**src/hdl/spp_pkg.sv**
```systemverilog
package spp_pkg;

  // ==========================================================================
  // widths and timing
  // ==========================================================================
  localparam int          PIX_W        = 12;
  localparam int          DIM_W        = 12;
  localparam int          LN_W         = 14;
  localparam int          COL_W        = 13;
  localparam int          DARK_COLS    = 16;
  localparam int          DARK_LOG     = 4;
  localparam int unsigned CLK_HZ       = 100_000_000;
  localparam int unsigned PIX_MAX_HZ   = 99_000_000;
  localparam int unsigned PCLK_DIV     = 2;

  // ==========================================================================
  // strap address and reset values
  // ==========================================================================
  // upper address bits: value is arbitrary
  localparam logic [4:0]  ADDR_BASE    = 5'h17;
  localparam logic [6:0]  ADDR_RST     = 7'h00;
  localparam logic [PIX_W-1:0] DATA_RST  = 12'h000;
  localparam logic [PIX_W-1:0] BLACK_RST = 12'h000;

  // ==========================================================================
  // types
  // ==========================================================================
  typedef enum logic [1:0] {
    SPP_GR = 2'h0,
    SPP_R  = 2'h1,
    SPP_B  = 2'h2,
    SPP_GB = 2'h3
  } spp_color_t;

  typedef enum logic [1:0] {
    S_IDLE = 2'b01,
    S_ACT  = 2'b10
  } spp_state_t;

  typedef struct packed {
    logic             fv;
    logic             lv;
    spp_color_t       color;
    logic [PIX_W-1:0] data;
  } spp_pix_t;

  typedef struct packed {
    logic [DIM_W-1:0] cols;
    logic [DIM_W-1:0] rows;
    logic [DIM_W-1:0] hblank;
    logic [DIM_W-1:0] vblank;
    logic [DIM_W-1:0] exp_lines;
    logic             snapshot;
    logic             global_release_shutter;
  } spp_cfg_t;

  typedef struct packed {
    logic             rst;
    logic             glob;
    logic             rd;
    logic [DIM_W-1:0] addr_rst;
    logic [DIM_W-1:0] addr_rd;
  } spp_row_t;

  localparam spp_pix_t PIX_RST = '{fv: 1'b0, lv: 1'b0, color: SPP_GR, data: DATA_RST};
  localparam spp_row_t ROW_RST = '{rst: 1'b0, glob: 1'b0, rd: 1'b0,
                                   addr_rst: 12'h000, addr_rd: 12'h000};

endpackage

```
**src/hdl/spp_pixel_port.sv**
```systemverilog
`timescale 1ns/10ps
// Summary of operation
// - pixel words are 12 bits wide, bit 11 most significant
// - frame window high over active lines and their blanking, low in vertical blanking
// - line window high only while active pixels of a line are output
// - in snapshot mode an idle trigger yields one output frame; all triggers during a frame together yield one further frame
// - exposure strobe high only while all pixels expose together in snapshot
// - low level on master reset pin resets the whole block
// - rows are reset then read in order; gap between them is exposure
// - in snapshot mode, global release starts exposure of all rows at once
// - consecutive rows alternate green/red and blue/green sequences
// - one pixel per pixel clock, pixel clock at most 99 MHz
// - dark pixels feed the black level offset correction
// - bus address taken from the two address strap pins
// - horizontal and vertical blanking lengths are programmable
// - even rows carry greenR/red, odd rows blue/greenB
module spp_pixel_port
  import spp_pkg::*;
#(
  parameter int unsigned CLK_FREQ = CLK_HZ
) (
  // clock and reset
  input  wire logic             mclk_i,
  input  wire logic             sys_rst_i,
  // device pins
  input  wire logic             master_reset_n_i,
  input  wire logic             snapshot_trigger_i,
  input  wire logic             bus_address_strap_0_i,
  input  wire logic             bus_address_strap_1_i,
  // configuration
  input  wire spp_cfg_t         cfg_i,
  // pixel source
  input  wire logic [PIX_W-1:0] adc_pix_i,
  output logic                  adc_take_o,
  // pixel port
  output logic                  forwarded_sample_clock_o,
  output spp_pix_t              pix_o,
  output logic                  exposure_strobe_o,
  // array control and bus address
  output spp_row_t              row_o,
  output logic [6:0]            bus_addr_o
);

  // ==========================================================================
  // elaboration checks
  // ==========================================================================
  if (CLK_FREQ / PCLK_DIV > PIX_MAX_HZ) begin : g_rate_chk
    $error("pixel clock above the supported rate");
  end
  if ((1 << DARK_LOG) != DARK_COLS) begin : g_dark_chk
    $error("dark column count must be a power of two");
  end

  // ==========================================================================
  // pin synchronisers
  // ==========================================================================
  logic [3:0] sync1_ff;
  logic [3:0] sync2_ff;
  logic       trig_q_ff;
  logic       soft_rst;
  logic       trig_rise;

  always_ff @(posedge mclk_i or posedge sys_rst_i) begin
    if (sys_rst_i) begin
      sync1_ff  <= 4'h0;
      sync2_ff  <= 4'h0;
      trig_q_ff <= 1'b0;
    end else begin
      sync1_ff  <= {bus_address_strap_1_i, bus_address_strap_0_i,
                    snapshot_trigger_i, master_reset_n_i};
      sync2_ff  <= sync1_ff;
      trig_q_ff <= sync2_ff[1];
    end
  end

  assign soft_rst  = !sync2_ff[0];
  assign trig_rise = sync2_ff[1] && !trig_q_ff;

  // ==========================================================================
  // frame and line sequencer
  // ==========================================================================
  spp_state_t        state_ff, nxt_state;
  logic              pclk_ff, nxt_pclk;
  logic [COL_W-1:0]  col_ff, nxt_col;
  logic [LN_W-1:0]   g_ff, nxt_g;
  logic              pend_ff, nxt_pend;
  logic              tick;
  logic              act;
  logic [COL_W-1:0]  line_len;
  logic [LN_W-1:0]   frame_len;
  logic [LN_W-1:0]   exp_w;
  logic [LN_W-1:0]   rows_w;
  logic [LN_W-1:0]   last_g;

  assign tick      = !pclk_ff;
  assign act       = (state_ff == S_ACT);
  assign exp_w     = {2'h0, cfg_i.exp_lines};
  assign rows_w    = {2'h0, cfg_i.rows};
  assign line_len  = COL_W'(DARK_COLS) + {1'b0, cfg_i.cols} + {1'b0, cfg_i.hblank};
  assign frame_len = rows_w + {2'h0, cfg_i.vblank};
  assign last_g    = cfg_i.snapshot ? exp_w + frame_len - 14'h0001 : frame_len - 14'h0001;

  always_comb begin
    nxt_pclk  = !pclk_ff;
    nxt_state = state_ff;
    nxt_col   = col_ff;
    nxt_g     = g_ff;
    nxt_pend  = cfg_i.snapshot && (pend_ff || trig_rise);
    unique case (state_ff)
      S_IDLE: begin
        if (tick && (!cfg_i.snapshot || pend_ff)) begin
          nxt_state = S_ACT;
          nxt_col   = '0;
          nxt_g     = '0;
          // a trigger arriving now is kept for the next frame
          nxt_pend  = cfg_i.snapshot && trig_rise;
        end
      end
      S_ACT: begin
        if (tick) begin
          if (col_ff == line_len - 13'h0001) begin
            nxt_col = '0;
            if (g_ff == last_g) begin
              nxt_g = '0;
              if (cfg_i.snapshot) begin
                nxt_state = S_IDLE;
              end
            end else begin
              nxt_g = g_ff + 14'h0001;
            end
          end else begin
            nxt_col = col_ff + 13'h0001;
          end
        end
      end
    endcase
    if (soft_rst) begin
      nxt_state = S_IDLE;
      nxt_pclk  = 1'b0;
      nxt_col   = '0;
      nxt_g     = '0;
      nxt_pend  = 1'b0;
    end
  end

  always_ff @(posedge mclk_i or posedge sys_rst_i) begin
    if (sys_rst_i) begin
      state_ff <= S_IDLE;
      pclk_ff  <= 1'b0;
      col_ff   <= '0;
      g_ff     <= '0;
      pend_ff  <= 1'b0;
    end else begin
      state_ff <= nxt_state;
      pclk_ff  <= nxt_pclk;
      col_ff   <= nxt_col;
      g_ff     <= nxt_g;
      pend_ff  <= nxt_pend;
    end
  end

  // ==========================================================================
  // row control, strobe and pixel output
  // ==========================================================================
  spp_pix_t          pix_ff, nxt_pix;
  spp_row_t          row_ff, nxt_row;
  logic              strobe_ff, nxt_strobe;
  logic [DIM_W-1:0]  pix_row_ff, nxt_pix_row;
  logic              rd_on;
  logic [DIM_W-1:0]  rd_row;
  logic              line_start;
  logic              grr_en;
  logic [LN_W-1:0]   rst_t;
  logic              dark_px;
  logic              act_px;
  logic [COL_W-1:0]  act_col;
  logic [PIX_W-1:0]  black_ff, nxt_black;
  logic [PIX_W+DARK_LOG-1:0] acc_ff, nxt_acc;
  logic [PIX_W+DARK_LOG-1:0] acc_sum;
  logic [PIX_W-1:0]  corr;

  assign grr_en     = cfg_i.snapshot && cfg_i.global_release_shutter;
  assign line_start = act && tick && (col_ff == '0);
  assign dark_px    = (col_ff < COL_W'(DARK_COLS));
  assign act_px     = !dark_px && (col_ff < COL_W'(DARK_COLS) + {1'b0, cfg_i.cols});
  assign act_col    = col_ff - COL_W'(DARK_COLS);
  assign adc_take_o = tick && rd_on && (dark_px || act_px);
  assign corr       = (adc_pix_i > black_ff) ? adc_pix_i - black_ff : DATA_RST;

  always_comb begin
    rst_t = g_ff + exp_w;
    if (rst_t >= frame_len) begin
      rst_t = rst_t - frame_len;
    end
    if (cfg_i.snapshot) begin
      rd_on  = act && (g_ff >= exp_w) && (g_ff < exp_w + rows_w);
      rd_row = DIM_W'(g_ff - exp_w);
    end else begin
      rd_on  = act && (g_ff < rows_w);
      rd_row = g_ff[DIM_W-1:0];
    end
  end

  always_comb begin
    nxt_pix      = pix_ff;
    nxt_pix_row  = pix_row_ff;
    nxt_row      = ROW_RST;
    nxt_row.addr_rst = row_ff.addr_rst;
    nxt_row.addr_rd  = row_ff.addr_rd;
    nxt_acc      = acc_ff;
    nxt_black    = black_ff;
    acc_sum      = ((col_ff == '0) ? '0 : acc_ff) + {{DARK_LOG{1'b0}}, adc_pix_i};
    if (line_start) begin
      // reset sweep runs ahead of readout by the exposure in lines
      if (cfg_i.snapshot) begin
        nxt_row.rst      = !grr_en && (g_ff < rows_w);
        nxt_row.addr_rst = g_ff[DIM_W-1:0];
      end else begin
        nxt_row.rst      = (rst_t < rows_w);
        nxt_row.addr_rst = rst_t[DIM_W-1:0];
      end
      nxt_row.glob    = grr_en && (g_ff == '0);
      nxt_row.rd      = rd_on;
      nxt_row.addr_rd = rd_row;
    end
    nxt_strobe = act && cfg_i.snapshot && (g_ff < exp_w) && (grr_en || g_ff >= rows_w);
    if (tick) begin
      nxt_pix.fv    = rd_on;
      nxt_pix.lv    = rd_on && act_px;
      nxt_pix.data  = (rd_on && act_px) ? corr : DATA_RST;
      nxt_pix.color = spp_color_t'({rd_row[0], act_col[0]});
      nxt_pix_row   = rd_row;
      if (rd_on && dark_px) begin
        nxt_acc = acc_sum;
        if (col_ff == COL_W'(DARK_COLS - 1)) begin
          nxt_black = acc_sum[PIX_W+DARK_LOG-1:DARK_LOG];
        end
      end
    end
    if (soft_rst) begin
      nxt_pix     = PIX_RST;
      nxt_pix_row = '0;
      nxt_row     = ROW_RST;
      nxt_strobe  = 1'b0;
      nxt_acc     = '0;
      nxt_black   = BLACK_RST;
    end
  end

  always_ff @(posedge mclk_i or posedge sys_rst_i) begin
    if (sys_rst_i) begin
      pix_ff     <= PIX_RST;
      pix_row_ff <= '0;
      row_ff     <= ROW_RST;
      strobe_ff  <= 1'b0;
      acc_ff     <= '0;
      black_ff   <= BLACK_RST;
    end else begin
      pix_ff     <= nxt_pix;
      pix_row_ff <= nxt_pix_row;
      row_ff     <= nxt_row;
      strobe_ff  <= nxt_strobe;
      acc_ff     <= nxt_acc;
      black_ff   <= nxt_black;
    end
  end

  // ==========================================================================
  // address straps
  // ==========================================================================
  logic       strap_done_ff, nxt_strap_done;
  logic [6:0] addr_ff, nxt_addr;

  always_comb begin
    nxt_strap_done = 1'b1;
    nxt_addr       = addr_ff;
    if (!strap_done_ff) begin
      nxt_addr = {ADDR_BASE, sync2_ff[3], sync2_ff[2]};
    end
    if (soft_rst) begin
      nxt_strap_done = 1'b0;
      nxt_addr       = ADDR_RST;
    end
  end

  always_ff @(posedge mclk_i or posedge sys_rst_i) begin
    if (sys_rst_i) begin
      strap_done_ff <= 1'b0;
      addr_ff       <= ADDR_RST;
    end else begin
      strap_done_ff <= nxt_strap_done;
      addr_ff       <= nxt_addr;
    end
  end

  assign forwarded_sample_clock_o = pclk_ff;
  assign pix_o             = pix_ff;
  assign exposure_strobe_o = strobe_ff;
  assign row_o             = row_ff;
  assign bus_addr_o        = addr_ff;

  logic [DIM_W-1:0] rd_last_ff;
  always_ff @(posedge mclk_i or posedge sys_rst_i) begin
    if (sys_rst_i) begin
      rd_last_ff <= '0;
    end else if (row_ff.rd) begin
      rd_last_ff <= row_ff.addr_rd;
    end
  end
endmodule

```
**config.mk**
```make
export PLATFORM = sky130hd
export DESIGN_NAME = spp_pixel_port
export DESIGN_NICKNAME = d
export VERILOG_FILES = /design/src/hdl/spp_pkg.sv /design/src/hdl/spp_pixel_port.sv
export SDC_FILE = /design/constraint.sdc
export NUM_CORES = 1
export LEC_CHECK = 0
export BUFFER_PORTS_ARGS = -buffer_cell sky130_fd_sc_hd__clkbuf_2
export CORE_ASPECT_RATIO = 1.5
export CORE_MARGIN = 3
export CORE_UTILIZATION = 60
export CTS_CLUSTER_SIZE = 30
export DETAILED_ROUTE_END_ITERATION = 16
export PLACE_DENSITY = 0.85
export SLEW_MARGIN = 5
export SYNTH_ARGS = -nofsm -noshare
export SYNTH_HDL_FRONTEND = slang
export SYNTH_SLANG_ARGS = --single-unit
```
**constraint.sdc**
```tcl
create_clock -name mclk_i -period 7.85 [get_ports mclk_i]
set_clock_uncertainty 0.15 [all_clocks]
set_input_delay 0.3925 -clock mclk_i [delete_from_list [all_inputs] [get_ports mclk_i]]
set_output_delay 0.3925 -clock mclk_i [all_outputs]
set_load 0.03 [all_outputs]
```
-- After elaboration in Yosys (flattened, before gate mapping)
Index checks and enable logic that the tools add are counted.
W data, S select, Z words.
- flip-flop bits (word level): 120
- bits of input ports: 80
- output and inout port bits: 53
- logic and storage cells: 145
- $add $sub $neg: 16
- magnitude comparators: 10
- equality and inequality tests: 15
- multiplexer cells: 46
- reductions and logical operators: 36
- operators by type and width (operator ; count):
    $mux W14 ; 7
    $mux W12 ; 8
    $mux W16 ; 6
    $mux W27 ; 2
    $mux W13 ; 4
    $lt A14 B12 Y1 ; 3
    $ge A14 B12 Y1 ; 2
    $pmux W14 S2 ; 1
    $add A12 B12 Y13 ; 2
    $pmux W13 S2 ; 1
    $sub A12 B12 Y12 ; 2
    $logic_and A1 B1 Y1 ; 20
    $add A16 B12 Y16 ; 1
    $add A12 B13 Y14 ; 1
    $add A14 B1 Y14 const B ; 1
    $add A14 B12 Y14 ; 1
    $eq A14 B14 Y1 ; 1
    $ge A14 B13 Y1 ; 1
    $logic_not A14 Y1 ; 1
    $lt A14 B13 Y1 ; 1
    $mux W7 ; 2
    $sub A13 B1 Y14 const B ; 1
    $sub A14 B1 Y14 const B ; 1
    $sub A14 B13 Y14 ; 1
    other kinds (25) ; 52

-- Depth between registers and ports, before layout
Gate-level depths: netlist (run 1).
- depth after elaboration: 10
- mapped depth: 29
- depth with buffers taken out: 28

-- Worst setup path before layout (run 1)
OpenSTA, ideal clock, no wires.
- path type: input-to-reg
- from: input port cfg_i[14] (netlist name)
- to: register row_ff (netlist bit row_o[26])
- library setup time: 0.099 ns
- arrival: 5.022 ns
- data required time: 7.601 ns
- slack: 2.579 ns
- cell stages on the path: 26
- path buffers: 1
- path through: ha_1 inv_1 fa_1 nor2b_1 o2111ai_1 and3b_1 nor2_1 inv_1 ha_1 nor3_1 nor2_1 o41ai_1 o21ai_0 a31oi_1 o31ai_1 buf_2 mux2_2 ha_1 a21o_1 a21oi_1 nor2b_1 o21ai_0 nand2b_1 a211oi_1 a32oi_1 a311oi_1
- RTL lines (what ; RTL line ; source):
    start, declared ; spp_pixel_port.sv:31 ; input wire spp_cfg_t cfg_i,
    end signal, assigned ; spp_pixel_port.sv:261 ; row_ff <= nxt_row;
    end, declared ; spp_pixel_port.sv:166 ; spp_row_t row_ff, nxt_row;

-- Worst setup path in the final report (run 1)
- from: input port cfg_i[38] (netlist name)
- to: register g_ff[11]
- word-level cells in the longest chain between the ends: 10
- elaborated cells between the ends (all ways): 11
- those cells by class: 4 x add/sub; 1 x eq/ne; 6 x mux
- RTL lines (what ; RTL line ; source):
    $add A12 B12 Y13 * ; spp_pixel_port.sv:100 ; assign frame_len = rows_w + {2'h0, cfg_i.vblank};
    $add A12 B13 Y14 ; spp_pixel_port.sv:101 ; assign last_g = cfg_i.snapshot ? exp_w + frame_len - 14'h0001 : frame_len - 14'h0001;
    $sub A14 B1 Y14 ; spp_pixel_port.sv:101 ;
    $mux W14 * ; spp_pixel_port.sv:101 ;
    $eq A14 B14 Y1 * ; spp_pixel_port.sv:123 ; if (g_ff == last_g) begin
    $mux W14 * ; spp_pixel_port.sv:123 ;
    $mux W14 * ; spp_pixel_port.sv:121 ; if (col_ff == line_len - 13'h0001) begin
    $mux W14 * ; spp_pixel_port.sv:120 ; if (tick) begin
    $pmux W14 S2 * ; spp_pixel_port.sv:109 ; unique case (state_ff)
    $mux W14 * ; spp_pixel_port.sv:137 ; if (soft_rst) begin
    end signal, assigned ; spp_pixel_port.sv:157 ; g_ff <= nxt_g;
    end, declared ; spp_pixel_port.sv:85 ; logic [LN_W-1:0] g_ff, nxt_g;
Every way passes the cells marked *; elsewhere a longest branch is shown, timed or not. The select of a mux whose other input is x is not followed.
A chain may end at the register's enable or synchronous reset.

==> flow_summary.ini, run 1 <==
[timing]
min_period_over_period = 0.8144
rsz0062_at_grt = no
finalCriticalPeriod_ns = 6.393
totalNegativeSetupSlack_ns = 0
fmax_ghz = 0.1564
setup_viol = 0
maxSlewViolCount = 0
max-slew-margin-rel = 0.1666
hold_viol = 0
worst_slew_pin_slew_ns = 1.250

[grt]
grt.total_usage = 0.3341
antenna_found_initial = 0
overflow = 0
grt_pass1_wl_mm = 62.22
grt_pass1_vias = 12410
grt_max_degree = 91

[synthesis]
yosys_warnings = 0
synth_async_sr_flop_share = 1.000
synth.cell_area_sq_um = 12820
syn_area_per_cell_sq_um = 8.237
ys_types = 92
synth_edf_count = 0
ys_ff_latch = 116
synth_seq_area_share = 0.2266
syn_inst = 1556
syn_nets = 1828
yosys_most_used_dff = dfrtp_1

[die]
core_area_sq_um = 20660
die_w_um = 125.3
start_util = 0.6203
rows = 64
io_pins = 133
dieArea_sq_um = 23190
die_y_um = 185.0

[final_layout]
postLayoutCellArea_sq_um = 14270
final_net_count = 1927
diodes = 0
drive_above_1_share = 0.1193
area.growth.synth_to_final_pct = 11.32

[clocking]
root_buffer = clkbuf_16
clkTransAtPathRegs_ns = 0.06
cts_tree = yes
h-tree-depth = 4
clock_sinks = 116
cts_resized = 0
cts_setup_buffers = 0
clock_latency_ns = 0.42
clk_path_buf_depth = 2
cts_buffers = 17

[detailed_routing]
wl_per_cell_um = 20.14
vias_per_cell = 6.334
drtIter0Drc = 898
vias = 12240
dr.pass1.iters = 7
drcViolationCount = 0
routed_wirelength_mm = 38.92
route.antenna.remaining_nets = 0

[worst_hold_path]
min_path_type = reg -> reg
min-delay-start = sync1_ff[2]

[run_status]
status = complete, no violations

[placement]
gp_congestion = 1.035
numPortBuffers = 131
dpl.hpwl_mm = 30.69
placedInstanceArea_sq_um = 13600

[power_and_ir_drop]
p_per_area_nw_per_um2 = 167.0
power_mw = 2.383
power.leakage_nw = 7.163
vdd.ir_drop.worst_v = 0.0001147

[critical_path]
worstSetupPathType = in -> reg
start_kind = input port
required_ns = 7.95
crit_path_end_kind = flip-flop
setup.worst_path.start = cfg_i[38]
cp_data_arrival_time_ns = 6.50
reg2reg_from = g_ff[2]
crit_path_max_fanout = 11

[flow_run]
cap_violations = 0
## cells by family (layout without fill, tap and decap cells)
logic type / count (synthesis) / count (layout) / synth area share
AOI/OAI and AO/OA: 397 / 397 / 0.2059
adders and majority gates: 192 / 192 / 0.1927
and+or+nand+nor: 466 / 466 / 0.1831
other: 1 / 1 / 0.0002926
xor gates and xnor gates: 145 / 145 / 0.1023
muxes: 33 / 33 / 0.02616
buffers and inverters: 206 / 318 / 0.06287
DFF: 116 / 116 / 0.2266
## critical path, stage by stage
cell and delay [ns]:
clkbuf_2 0.14, ha_1 0.23, inv_1 0.07, fa_1 0.42, nor2b_1 0.23, o2111ai_1 0.26, and3b_1 0.30, nor2_1 0.25
inv_1 0.18, ha_1 0.31, inv_1 0.04, ha_1 0.34, nor3_1 0.20, o21bai_1 0.14, a21oi_1 0.27, o31ai_1 0.13
xnor2_1 0.25, nand2_1 0.10, a2111oi_0 0.54, o2111ai_1 0.18, or4_1 0.56, a21oi_1 0.82, nor2_1 0.14
## layer usage
| metal | global-route usage | part of all wire |
|---|---|---|
| met1 | 0.3558 | 0.36 |
| met2 | 0.6113 | 0.51 |
| met3 | 0.03405 | 0.046 |
| met4 | 0.2448 | 0.079 |
| met5 | 0 | 0 |
## repair_timing
item	in CTS	in global routing
setup endpoints to repair	0	0
hold endpoints to repair	30	0
hold buffers	5	0
## sequential cells by signal, indices dropped and copies added, names as in the netlist
signal / flops
trig_q_ff: 1
forwarded_sample_clock_o: 1
exposure_strobe_o: 1
acc_ff: 16
state_ff: 2
row_o: 27
sync1_ff: 4
pend_ff: 1
col_ff: 13
sync2_ff: 4
bus_addr_o: 3
strap_done_ff: 1
pix_o: 16
g_ff: 14
black_ff: 12
## metrics by stage
stage / setup slack (ns) / hold WS [ns] / std cells / utilization
CTS: 1.622 / 0.1969 / 1932 / 0.6906
floorplan: 2.579 / 0.1812 / 1556 / -
detailed placement: 1.223 / 0.1847 / 1895 / 0.6584
global placement: 1.314 / 0.1843 / 1895 / 0.6584
finish: 1.457 / 0.1953 / 1932 / 0.6906
global route: 1.114 / 0.2027 / 1932 / 0.6906
## final timing paths
kind,endpoint,cells past startpoint,slack (ns)
setup / recovery,g_ff[11],23,1.46
hold / removal,sync2_ff[2],0,0.20
setup reg to reg,row_o[26],24,1.52
hold reg to reg,sync2_ff[2],0,0.20
max in group asynchronous,row_o[13],4,5.76
min in group asynchronous,pix_o[14],3,0.33
## layout make-up
cell class | count | area [sq um]
fillers | 1647 | 6392
multi-input cells | 1234 | 9116
well taps | 264 | 330.3
flip-flops and latches | 116 | 2904
clock buffers | 18 | 439.2
clock inverters | 14 | 176.4
inverters | 142 | 535.5
repair buffers | 144 | 765.7
## where the power goes
| part | internal [mW] | leakage (nW) | total, mW | switching (mW) |
|---|---|---|---|---|
| clock network | 0.510 | 0.297 | 0.800 | 0.290 |
| logic | 0.380 | 5.28 | 0.962 | 0.582 |
| registers | 0.610 | 1.58 | 0.620 | 0.0103 |
| total | 1.50 | 7.16 | 2.38 | 0.882 |
## cell usage after synthesis, types with 6 or more instances
cell	number	share of area
a2111oi_0	6	0.0041
a211oi_1	13	0.0076
a21o_1	48	0.028
a21oi_1	98	0.038
a221oi_1	7	0.0048
a22o_1	23	0.016
a31oi_1	6	0.0029
a41oi_1	6	0.0041
and2_1	22	0.011
and3_1	19	0.0093
buf_2	8	0.0031
buf_4	6	0.0035
clkbuf_1	45	0.013
dfrtp_1	115	0.22
fa_1	9	0.014
ha_1	183	0.18
inv_1	139	0.041
mux2i_1	29	0.023
nand2_1	112	0.033
nand2b_1	22	0.011
nand3_1	43	0.017
nand4_1	25	0.012
nor2_1	117	0.034
nor2b_1	21	0.010
nor3_1	29	0.011
nor4_1	9	0.0044
o2111ai_1	7	0.0048
o211ai_1	7	0.0041
o21a_1	11	0.0064
o21ai_0	87	0.034
o21bai_1	13	0.0076
o22ai_1	6	0.0029
o31ai_1	7	0.0041
o41ai_1	6	0.0041
or3_1	11	0.0054
xnor2_1	77	0.053
xor2_1	65	0.044
## cell usage in the layout (no fill, tap or decap), types with 17 or more instances in the layout
master / netlist / layout
clkbuf_2: 0 / 131
nor2b_1: 21 / 21
a21oi_1: 98 / 98
mux2i_1: 29 / 29
nand2b_1: 22 / 22
a21o_1: 48 / 48
nor2_1: 117 / 117
inv_1: 139 / 138
nand2_1: 112 / 112
xor2_1: 65 / 65
nand3_1: 43 / 43
ha_1: 183 / 183
nor3_1: 29 / 29
a22o_1: 23 / 23
xnor2_1: 77 / 77
o21ai_0: 87 / 87
and3_1: 19 / 19
nand4_1: 25 / 25
dfrtp_1: 115 / 115
and2_1: 22 / 22
clkbuf_16: 0 / 17
Power figures use the tool's default switching activity.
==> inputs of run 2 (changes only) <==
==> constraint.sdc (replaced) <==
create_clock -name mclk_i -period 6.3 [get_ports mclk_i]
set_clock_uncertainty 0.15 [all_clocks]
set_input_delay 0.315 -clock mclk_i [delete_from_list [all_inputs] [get_ports mclk_i]]
set_output_delay 0.315 -clock mclk_i [all_outputs]
set_load 0.03 [all_outputs]
==> run 2 against run 1 <==
Register-to-register slack worse by 1.2 ns. Hold slack worse by 0.12 ns. Clock power up 25%. Final cell count increased by 1.1%. Global-route usage is 0.83 points lower. First-iteration DRC count shrank 3.6%. Power is 26% higher. Sequential power grew 25%. Cell area up 1.5%. Worst setup slack got worse by 1.1 ns. Sequential cell count stayed put. Critical path type is now reg -> reg. Largest cell class unchanged. Highest routed layer unchanged.
==> flow_summary.ini, run 2 (synthesized netlist as in run 1, its figures left out) <==
[run_status]
status = complete, no violations

[clocking]
cts_tree = yes
root_buffer = clkbuf_16
clk_path_buf_depth = 2
clock_latency_ns = 0.42
cts_buffers = 17
clock_sinks = 116
clkTransAtPathRegs_ns = 0.06
h-tree-depth = 4

[critical_path]
crit_slowest_cell = dfrtp_1
crit_path_end_kind = flip-flop
setup.worst_path.start = g_ff[1]
start_kind = flip-flop
path_delay_family = compound AO/OA/AOI/OAI gates
crit_end = row_o[26]
crit_path_max_fanout = 20
path_cells = buf_4 -> ha_1 -> nor2b_1 -> o311a_1 -> o21ai_0 -> nor2b_1 -> xor2_1 -> ha_1 -> nand3_1 -> o211ai_1 -> buf_4 -> o41ai_4 -> o21ai_2 -> a31oi_2 -> o31ai_4 -> buf_6 -> mux2_2 -> ha_1 -> a21o_1 -> a21o_1 -> a21oi_1 -> a21boi_0 -> a311oi_1
reg2reg_from = g_ff[1]
rr_endpoint = row_o[26]
critPathMaxStageDelay_ns = 0.42
r2r_cells = 23
worstSetupPathType = reg -> reg
cp_data_arrival_time_ns = 6.13
required_ns = 6.46
cp.depth = 23
cp.buffers_inverters = 3
reg2reg_slack_ns = 0.33
cp_common_cell = ha_1

[grt]
antenna_found_initial = 0
grt_max_degree = 64
grt_pass1_wl_mm = 61.11
overflow = 0
grt.total_usage = 0.3258
grt_pass1_vias = 12400

[die]
die_y_um = 185.0
dieArea_sq_um = 23190
core_area_sq_um = 20660
die_w_um = 125.3
start_util = 0.6203
rows = 64
io_pins = 133

[placement]
dpl.hpwl_mm = 30.17
dp.cells = 1915
place_ws_ns = -0.2975
numPortBuffers = 131
gp_congestion = 0.9913

[timing]
setup_viol = 0
layout_setup_ws_ns = 0.3333
max-slew-margin-rel = 0.4195
min_period_over_period = 0.9471
worst_slew_pin_slew_ns = 0.8708
maxSlewViolCount = 0
fmax_ghz = 0.1676
rsz0062_at_grt = no
hold_viol = 0
finalCriticalPeriod_ns = 5.967

[final_layout]
layout_common_cells = ha_1, inv_1, clkbuf_2
multi_input_area_sq_um = 9161
final_common_cell = ha_1
nFillCells = 1615
diodes = 0
final_net_count = 1949
register_area_sq_um = 2904
area.growth.synth_to_final_pct = 12.96
drive_above_1_share = 0.1320
instances_no_fill = 1954
largest_register_ffs = 27

[detailed_routing]
vias = 12210
route.antenna.remaining_nets = 0
drtIter0Drc = 866
wl_per_cell_um = 19.54
routed_wirelength_mm = 38.19
vias_per_cell = 6.248
dr.pass1.iters = 5
drcViolationCount = 0

[power_and_ir_drop]
p_per_area_nw_per_um2 = 207.2
clkPwrFrac = 0.333
comb_power_share = 0.410
switchingPower_mw = 1.098
power.leakage_nw = 7.283
p_seq_frac = 0.257
vdd.ir_drop.worst_v = 0.0001936
power_mw = 2.999
switching_share = 0.3661
intPower_mw = 1.901

[worst_hold_path]
min-delay-start = cfg_i[0]
min_path_type = in -> reg

[flow_run]
cap_violations = 0
## run 2: cell count changes in the layout (fill, tap and decap cells not counted), sizes merged
cell and change:
clkinv -2, buf +22, inv -1, clkbuf +3
## run 2: final cells by class
class,instances,area share
Inverter,142,0.03699
Multi-Input combinational cell,1234,0.6328
Clock inverter,11,0.01037
Tap cell,264,0.02282
Clock buffer,21,0.03181
Sequential cell,116,0.2006
Timing Repair Buffer,166,0.06456
## run 2: worst reg2reg max path: cells and delay by family, from the launching register on
kind | cells | cell delay, ns
DFF | 1 | 0.42
adders and majority gates | 3 | 1.05
buffers and inverters | 3 | 0.57
muxes | 1 | 0.32
AOI/OAI and AO/OA | 12 | 2.65
xor gates and xnor gates | 1 | 0.26
and+or+nand+nor | 3 | 0.44
## run 2: what timing repair did
| action | 4_1_cts | 5_1_grt |
|---|---|---|
| pin swaps | 0 | 3 |
| hold buffers | 5 | 0 |
| endpoints found under the hold margin | 57 | 0 |
| setup buffers | 0 | 2 |
| setup endpoints to repair | 1 | 1 |
| resized for setup | 1 | 7 |
## run 2: layer usage
metal  routed length [um]  part of all wire  vias to the layer above  global-route usage
met2                19590              0.51                      526              0.6003
met4                 2742             0.072                        0              0.2240
met5                    0                 0                        -                   0
li1                     -                 -                     5782                   -
met3                 1969             0.052                      159             0.03087
met1                13880              0.36                     5741              0.3511
## run 2: worst min path at each step
| stage | endpoint | slack [ns] | depth (start not counted) |
|---|---|---|---|
| final | row_o[25] | 0.07 | 5 |
| after global routing | row_o[25] | 0.11 | 5 |
| after CTS | row_o[25] | 0.06 | 5 |
| after detailed placement | sync2_ff[2] | 0.19 | 0 |
| after global placement | sync2_ff[0] | 0.18 | 0 |
| after floorplan | sync2_ff[0] | 0.18 | 0 |
## run 2: power groups by stage
stage	combinational (mW)	sequential [mW]	clock (mW)
final	1.23	0.772	0.999
after global routing	1.35	0.773	1.04
after CTS	1.19	0.772	1.00
after detailed placement	1.17	0.785	0
after global placement	1.15	0.784	0
after floorplan	0.859	0.795	0
## run 2: through the flow
stage	hold slack [ns]	area [sq um]	TNS, ns	utilization
floorplan	0.1812	12820	0	-
global placement	0.1835	13750	-0.2637	0.6656
detailed placement	0.1887	13750	-0.2975	0.6656
CTS	0.06152	14420	0	0.6980
global route	0.1102	14480	0	0.7007
finish	0.07214	14480	0	0.7007
==> inputs of run 3 (changes only) <==
--- a/config.mk
+++ b/config.mk
@@ -8,10 +8,10 @@
 export BUFFER_PORTS_ARGS = -buffer_cell sky130_fd_sc_hd__clkbuf_2
 export CORE_ASPECT_RATIO = 1.5
 export CORE_MARGIN = 3
-export CORE_UTILIZATION = 60
+export CORE_UTILIZATION = 45
 export CTS_CLUSTER_SIZE = 30
 export DETAILED_ROUTE_END_ITERATION = 16
-export PLACE_DENSITY = 0.85
+export PLACE_DENSITY = 0.68
 export SLEW_MARGIN = 5
 export SYNTH_ARGS = -nofsm -noshare
 export SYNTH_HDL_FRONTEND = slang
==> run 3 against run 2 <==
Routed wire length grew 1.9%. Count of clock-buffer cells in the layout stayed put. Clock power decreased by 0.4%. Global-route usage shrank 7.0 points. Register-to-register slack worse by 0.15 ns. Final cell count grew 4.4%. Non-clock buffer count grew 3. Via count down 2.3%. Utilization is 18 points lower.
==> flow_summary.ini, run 3 (synthesized netlist as in run 1, its figures left out) <==
[grt]
antenna_found_initial = 0
grt_pass1_wl_mm = 61.38
grt.total_usage = 0.2554
grt_max_degree = 64
grt_pass1_vias = 12210
overflow = 0

[clocking]
clock_latency_ns = 0.42
root_buffer = clkbuf_16
clkTransAtPathRegs_ns = 0.05
clk_path_buf_depth = 2
clock_sinks = 116
cts_tree = yes
h-tree-depth = 4
cts_buffers = 17

[final_layout]
layout_common_cells = ha_1, inv_1, clkbuf_2
largest_register_ffs = 27
drive_above_1_share = 0.1329
final_common_cell = ha_1
area.growth.synth_to_final_pct = 13.83
final_net_count = 1952
diodes = 0

[critical_path]
crit_end = row_o[26]
cp.buffers_inverters = 1
worstSetupPathType = reg -> reg
reg2reg_from = g_ff[1]
path_delay_family = compound AO/OA/AOI/OAI gates
cp.depth = 21
crit_path_end_kind = flip-flop
crit_path_max_fanout = 20
cp_data_arrival_time_ns = 6.21
reg2reg_slack_ns = 0.18
start_kind = flip-flop
cp_common_cell = ha_1
critPathMaxStageDelay_ns = 0.54
r2r_cells = 21
rr_endpoint = row_o[26]
required_ns = 6.39
setup.worst_path.start = g_ff[1]
crit_slowest_cell = a21boi_0
path_cells = ha_1 -> nor2b_1 -> o311a_1 -> o21ai_0 -> nor2b_1 -> o31ai_1 -> xnor2_1 -> ha_1 -> nor3_1 -> nor2_1 -> o41ai_4 -> o21ai_1 -> a31oi_1 -> o31ai_2 -> buf_6 -> mux2_2 -> ha_1 -> and4_1 -> o221ai_1 -> a21boi_0 -> a311oi_2

[timing]
min_period_over_period = 0.9710
max-slew-margin-rel = 0.1996
fmax_ghz = 0.1635
hold_viol = 0
setup_viol = 0
worst_slew_pin_slew_ns = 1.201
rsz0062_at_grt = no
finalCriticalPeriod_ns = 6.118
totalNegativeSetupSlack_ns = 0
maxSlewViolCount = 0
hold_ws_ns = 0.1245

[placement]
numPortBuffers = 131
dpl.hpwl_mm = 32.03
gp_congestion = 0.9458

[detailed_routing]
wl_per_cell_um = 19.08
routed.top_layer = met4
dr.pass1.iters = 5
routed_wirelength_mm = 38.91
met1_length_mm = 14.88
dr_wl_met2_mm = 20.25
wl_met3_mm = 1.539
vias = 11930
vias_per_cell = 5.849
drcViolationCount = 0
drtIter0Drc = 530
route.antenna.remaining_nets = 0

[die]
die_y_um = 212.7
io_pins = 133
start_util = 0.4568
rows = 75
core_area_sq_um = 28060
dieArea_sq_um = 30580
die_w_um = 143.8

[power_and_ir_drop]
power.leakage_nw = 7.297
power_mw = 2.982
p_per_area_nw_per_um2 = 204.4
vdd.ir_drop.worst_v = 0.0001469

[run_status]
status = complete, no violations

[worst_hold_path]
min_path_type = in -> reg

[flow_run]
cap_violations = 0
==> run 3: changes by cell type in the layout (fill, tap and decap cells not counted), sizes merged <==
cell	previous run	this run
buf	30	33
==> run 3: worst min-delay path by stage <==
stage | from | to | cells past startpoint
3_5_place_dp | sync1_ff[2] | sync2_ff[2] | 0
2_1_floorplan | sync1_ff[0] | sync2_ff[0] | 0
3_3_place_gp | sync1_ff[0] | sync2_ff[0] | 0
6_report | adc_pix_i[0] | acc_ff[0] | 3
4_1_cts | cfg_i[0] | row_o[25] | 5
5_1_grt | cfg_i[0] | row_o[25] | 5
==> run 3: timing repair <==
item,4_1_cts,5_1_grt
pin swaps,0,2
hold buffers,5,0
setup buffers,0,1
resized for setup,1,5
hold endpoints to repair,57,0
setup endpoints to repair,1,1
==> run 3: cell type report <==
| cell class | instances | area (sq um) |
|---|---|---|
| fill | 2678 | 13470 |
| timing repair buffer | 169 | 957.2 |
| inverter | 142 | 535.5 |
| clock inverter | 11 | 150.1 |
| sequential | 116 | 2904 |
| multi-input combinational | 1234 | 9149 |
| tap | 346 | 432.9 |
| clock buffer | 21 | 460.4 |
==> run 3: tightest hold or removal path, stage by stage <==
cell and delay (ns):
clkbuf_2 0.10, ha_1 0.13, a22o_1 0.11
==> run 3: routing by layer <==
layer | vias to the layer above | GRT usage
li1 | 5782 | -
met1 | 5697 | 0.2810
met2 | 344 | 0.4731
met3 | 104 | 0.02465
met4 | 0 | 0.1436
met5 | - | 0
==> run 3: power breakdown <==
group	leakage (nW)	total, mW	switching, mW	internal (mW)
logic	5.42	1.22	0.723	0.492
registers	1.58	0.772	0.0114	0.760
clock network	0.294	0.995	0.351	0.644
==> run 3: metrics by stage <==
stage / worst slack, ns / instance area [sq um] / utilization / cells
final: 0.1824 / 14590 / 0.5200 / 2039
after global routing: 0.04085 / 14590 / 0.5200 / 2039
after CTS: 0.1025 / 14550 / 0.5187 / 2038
after detailed placement: -0.5133 / 13880 / 0.4948 / 2001
after global placement: -0.5362 / 13880 / 0.4948 / 2001
after floorplan: 1.106 / 12820 / - / 1556
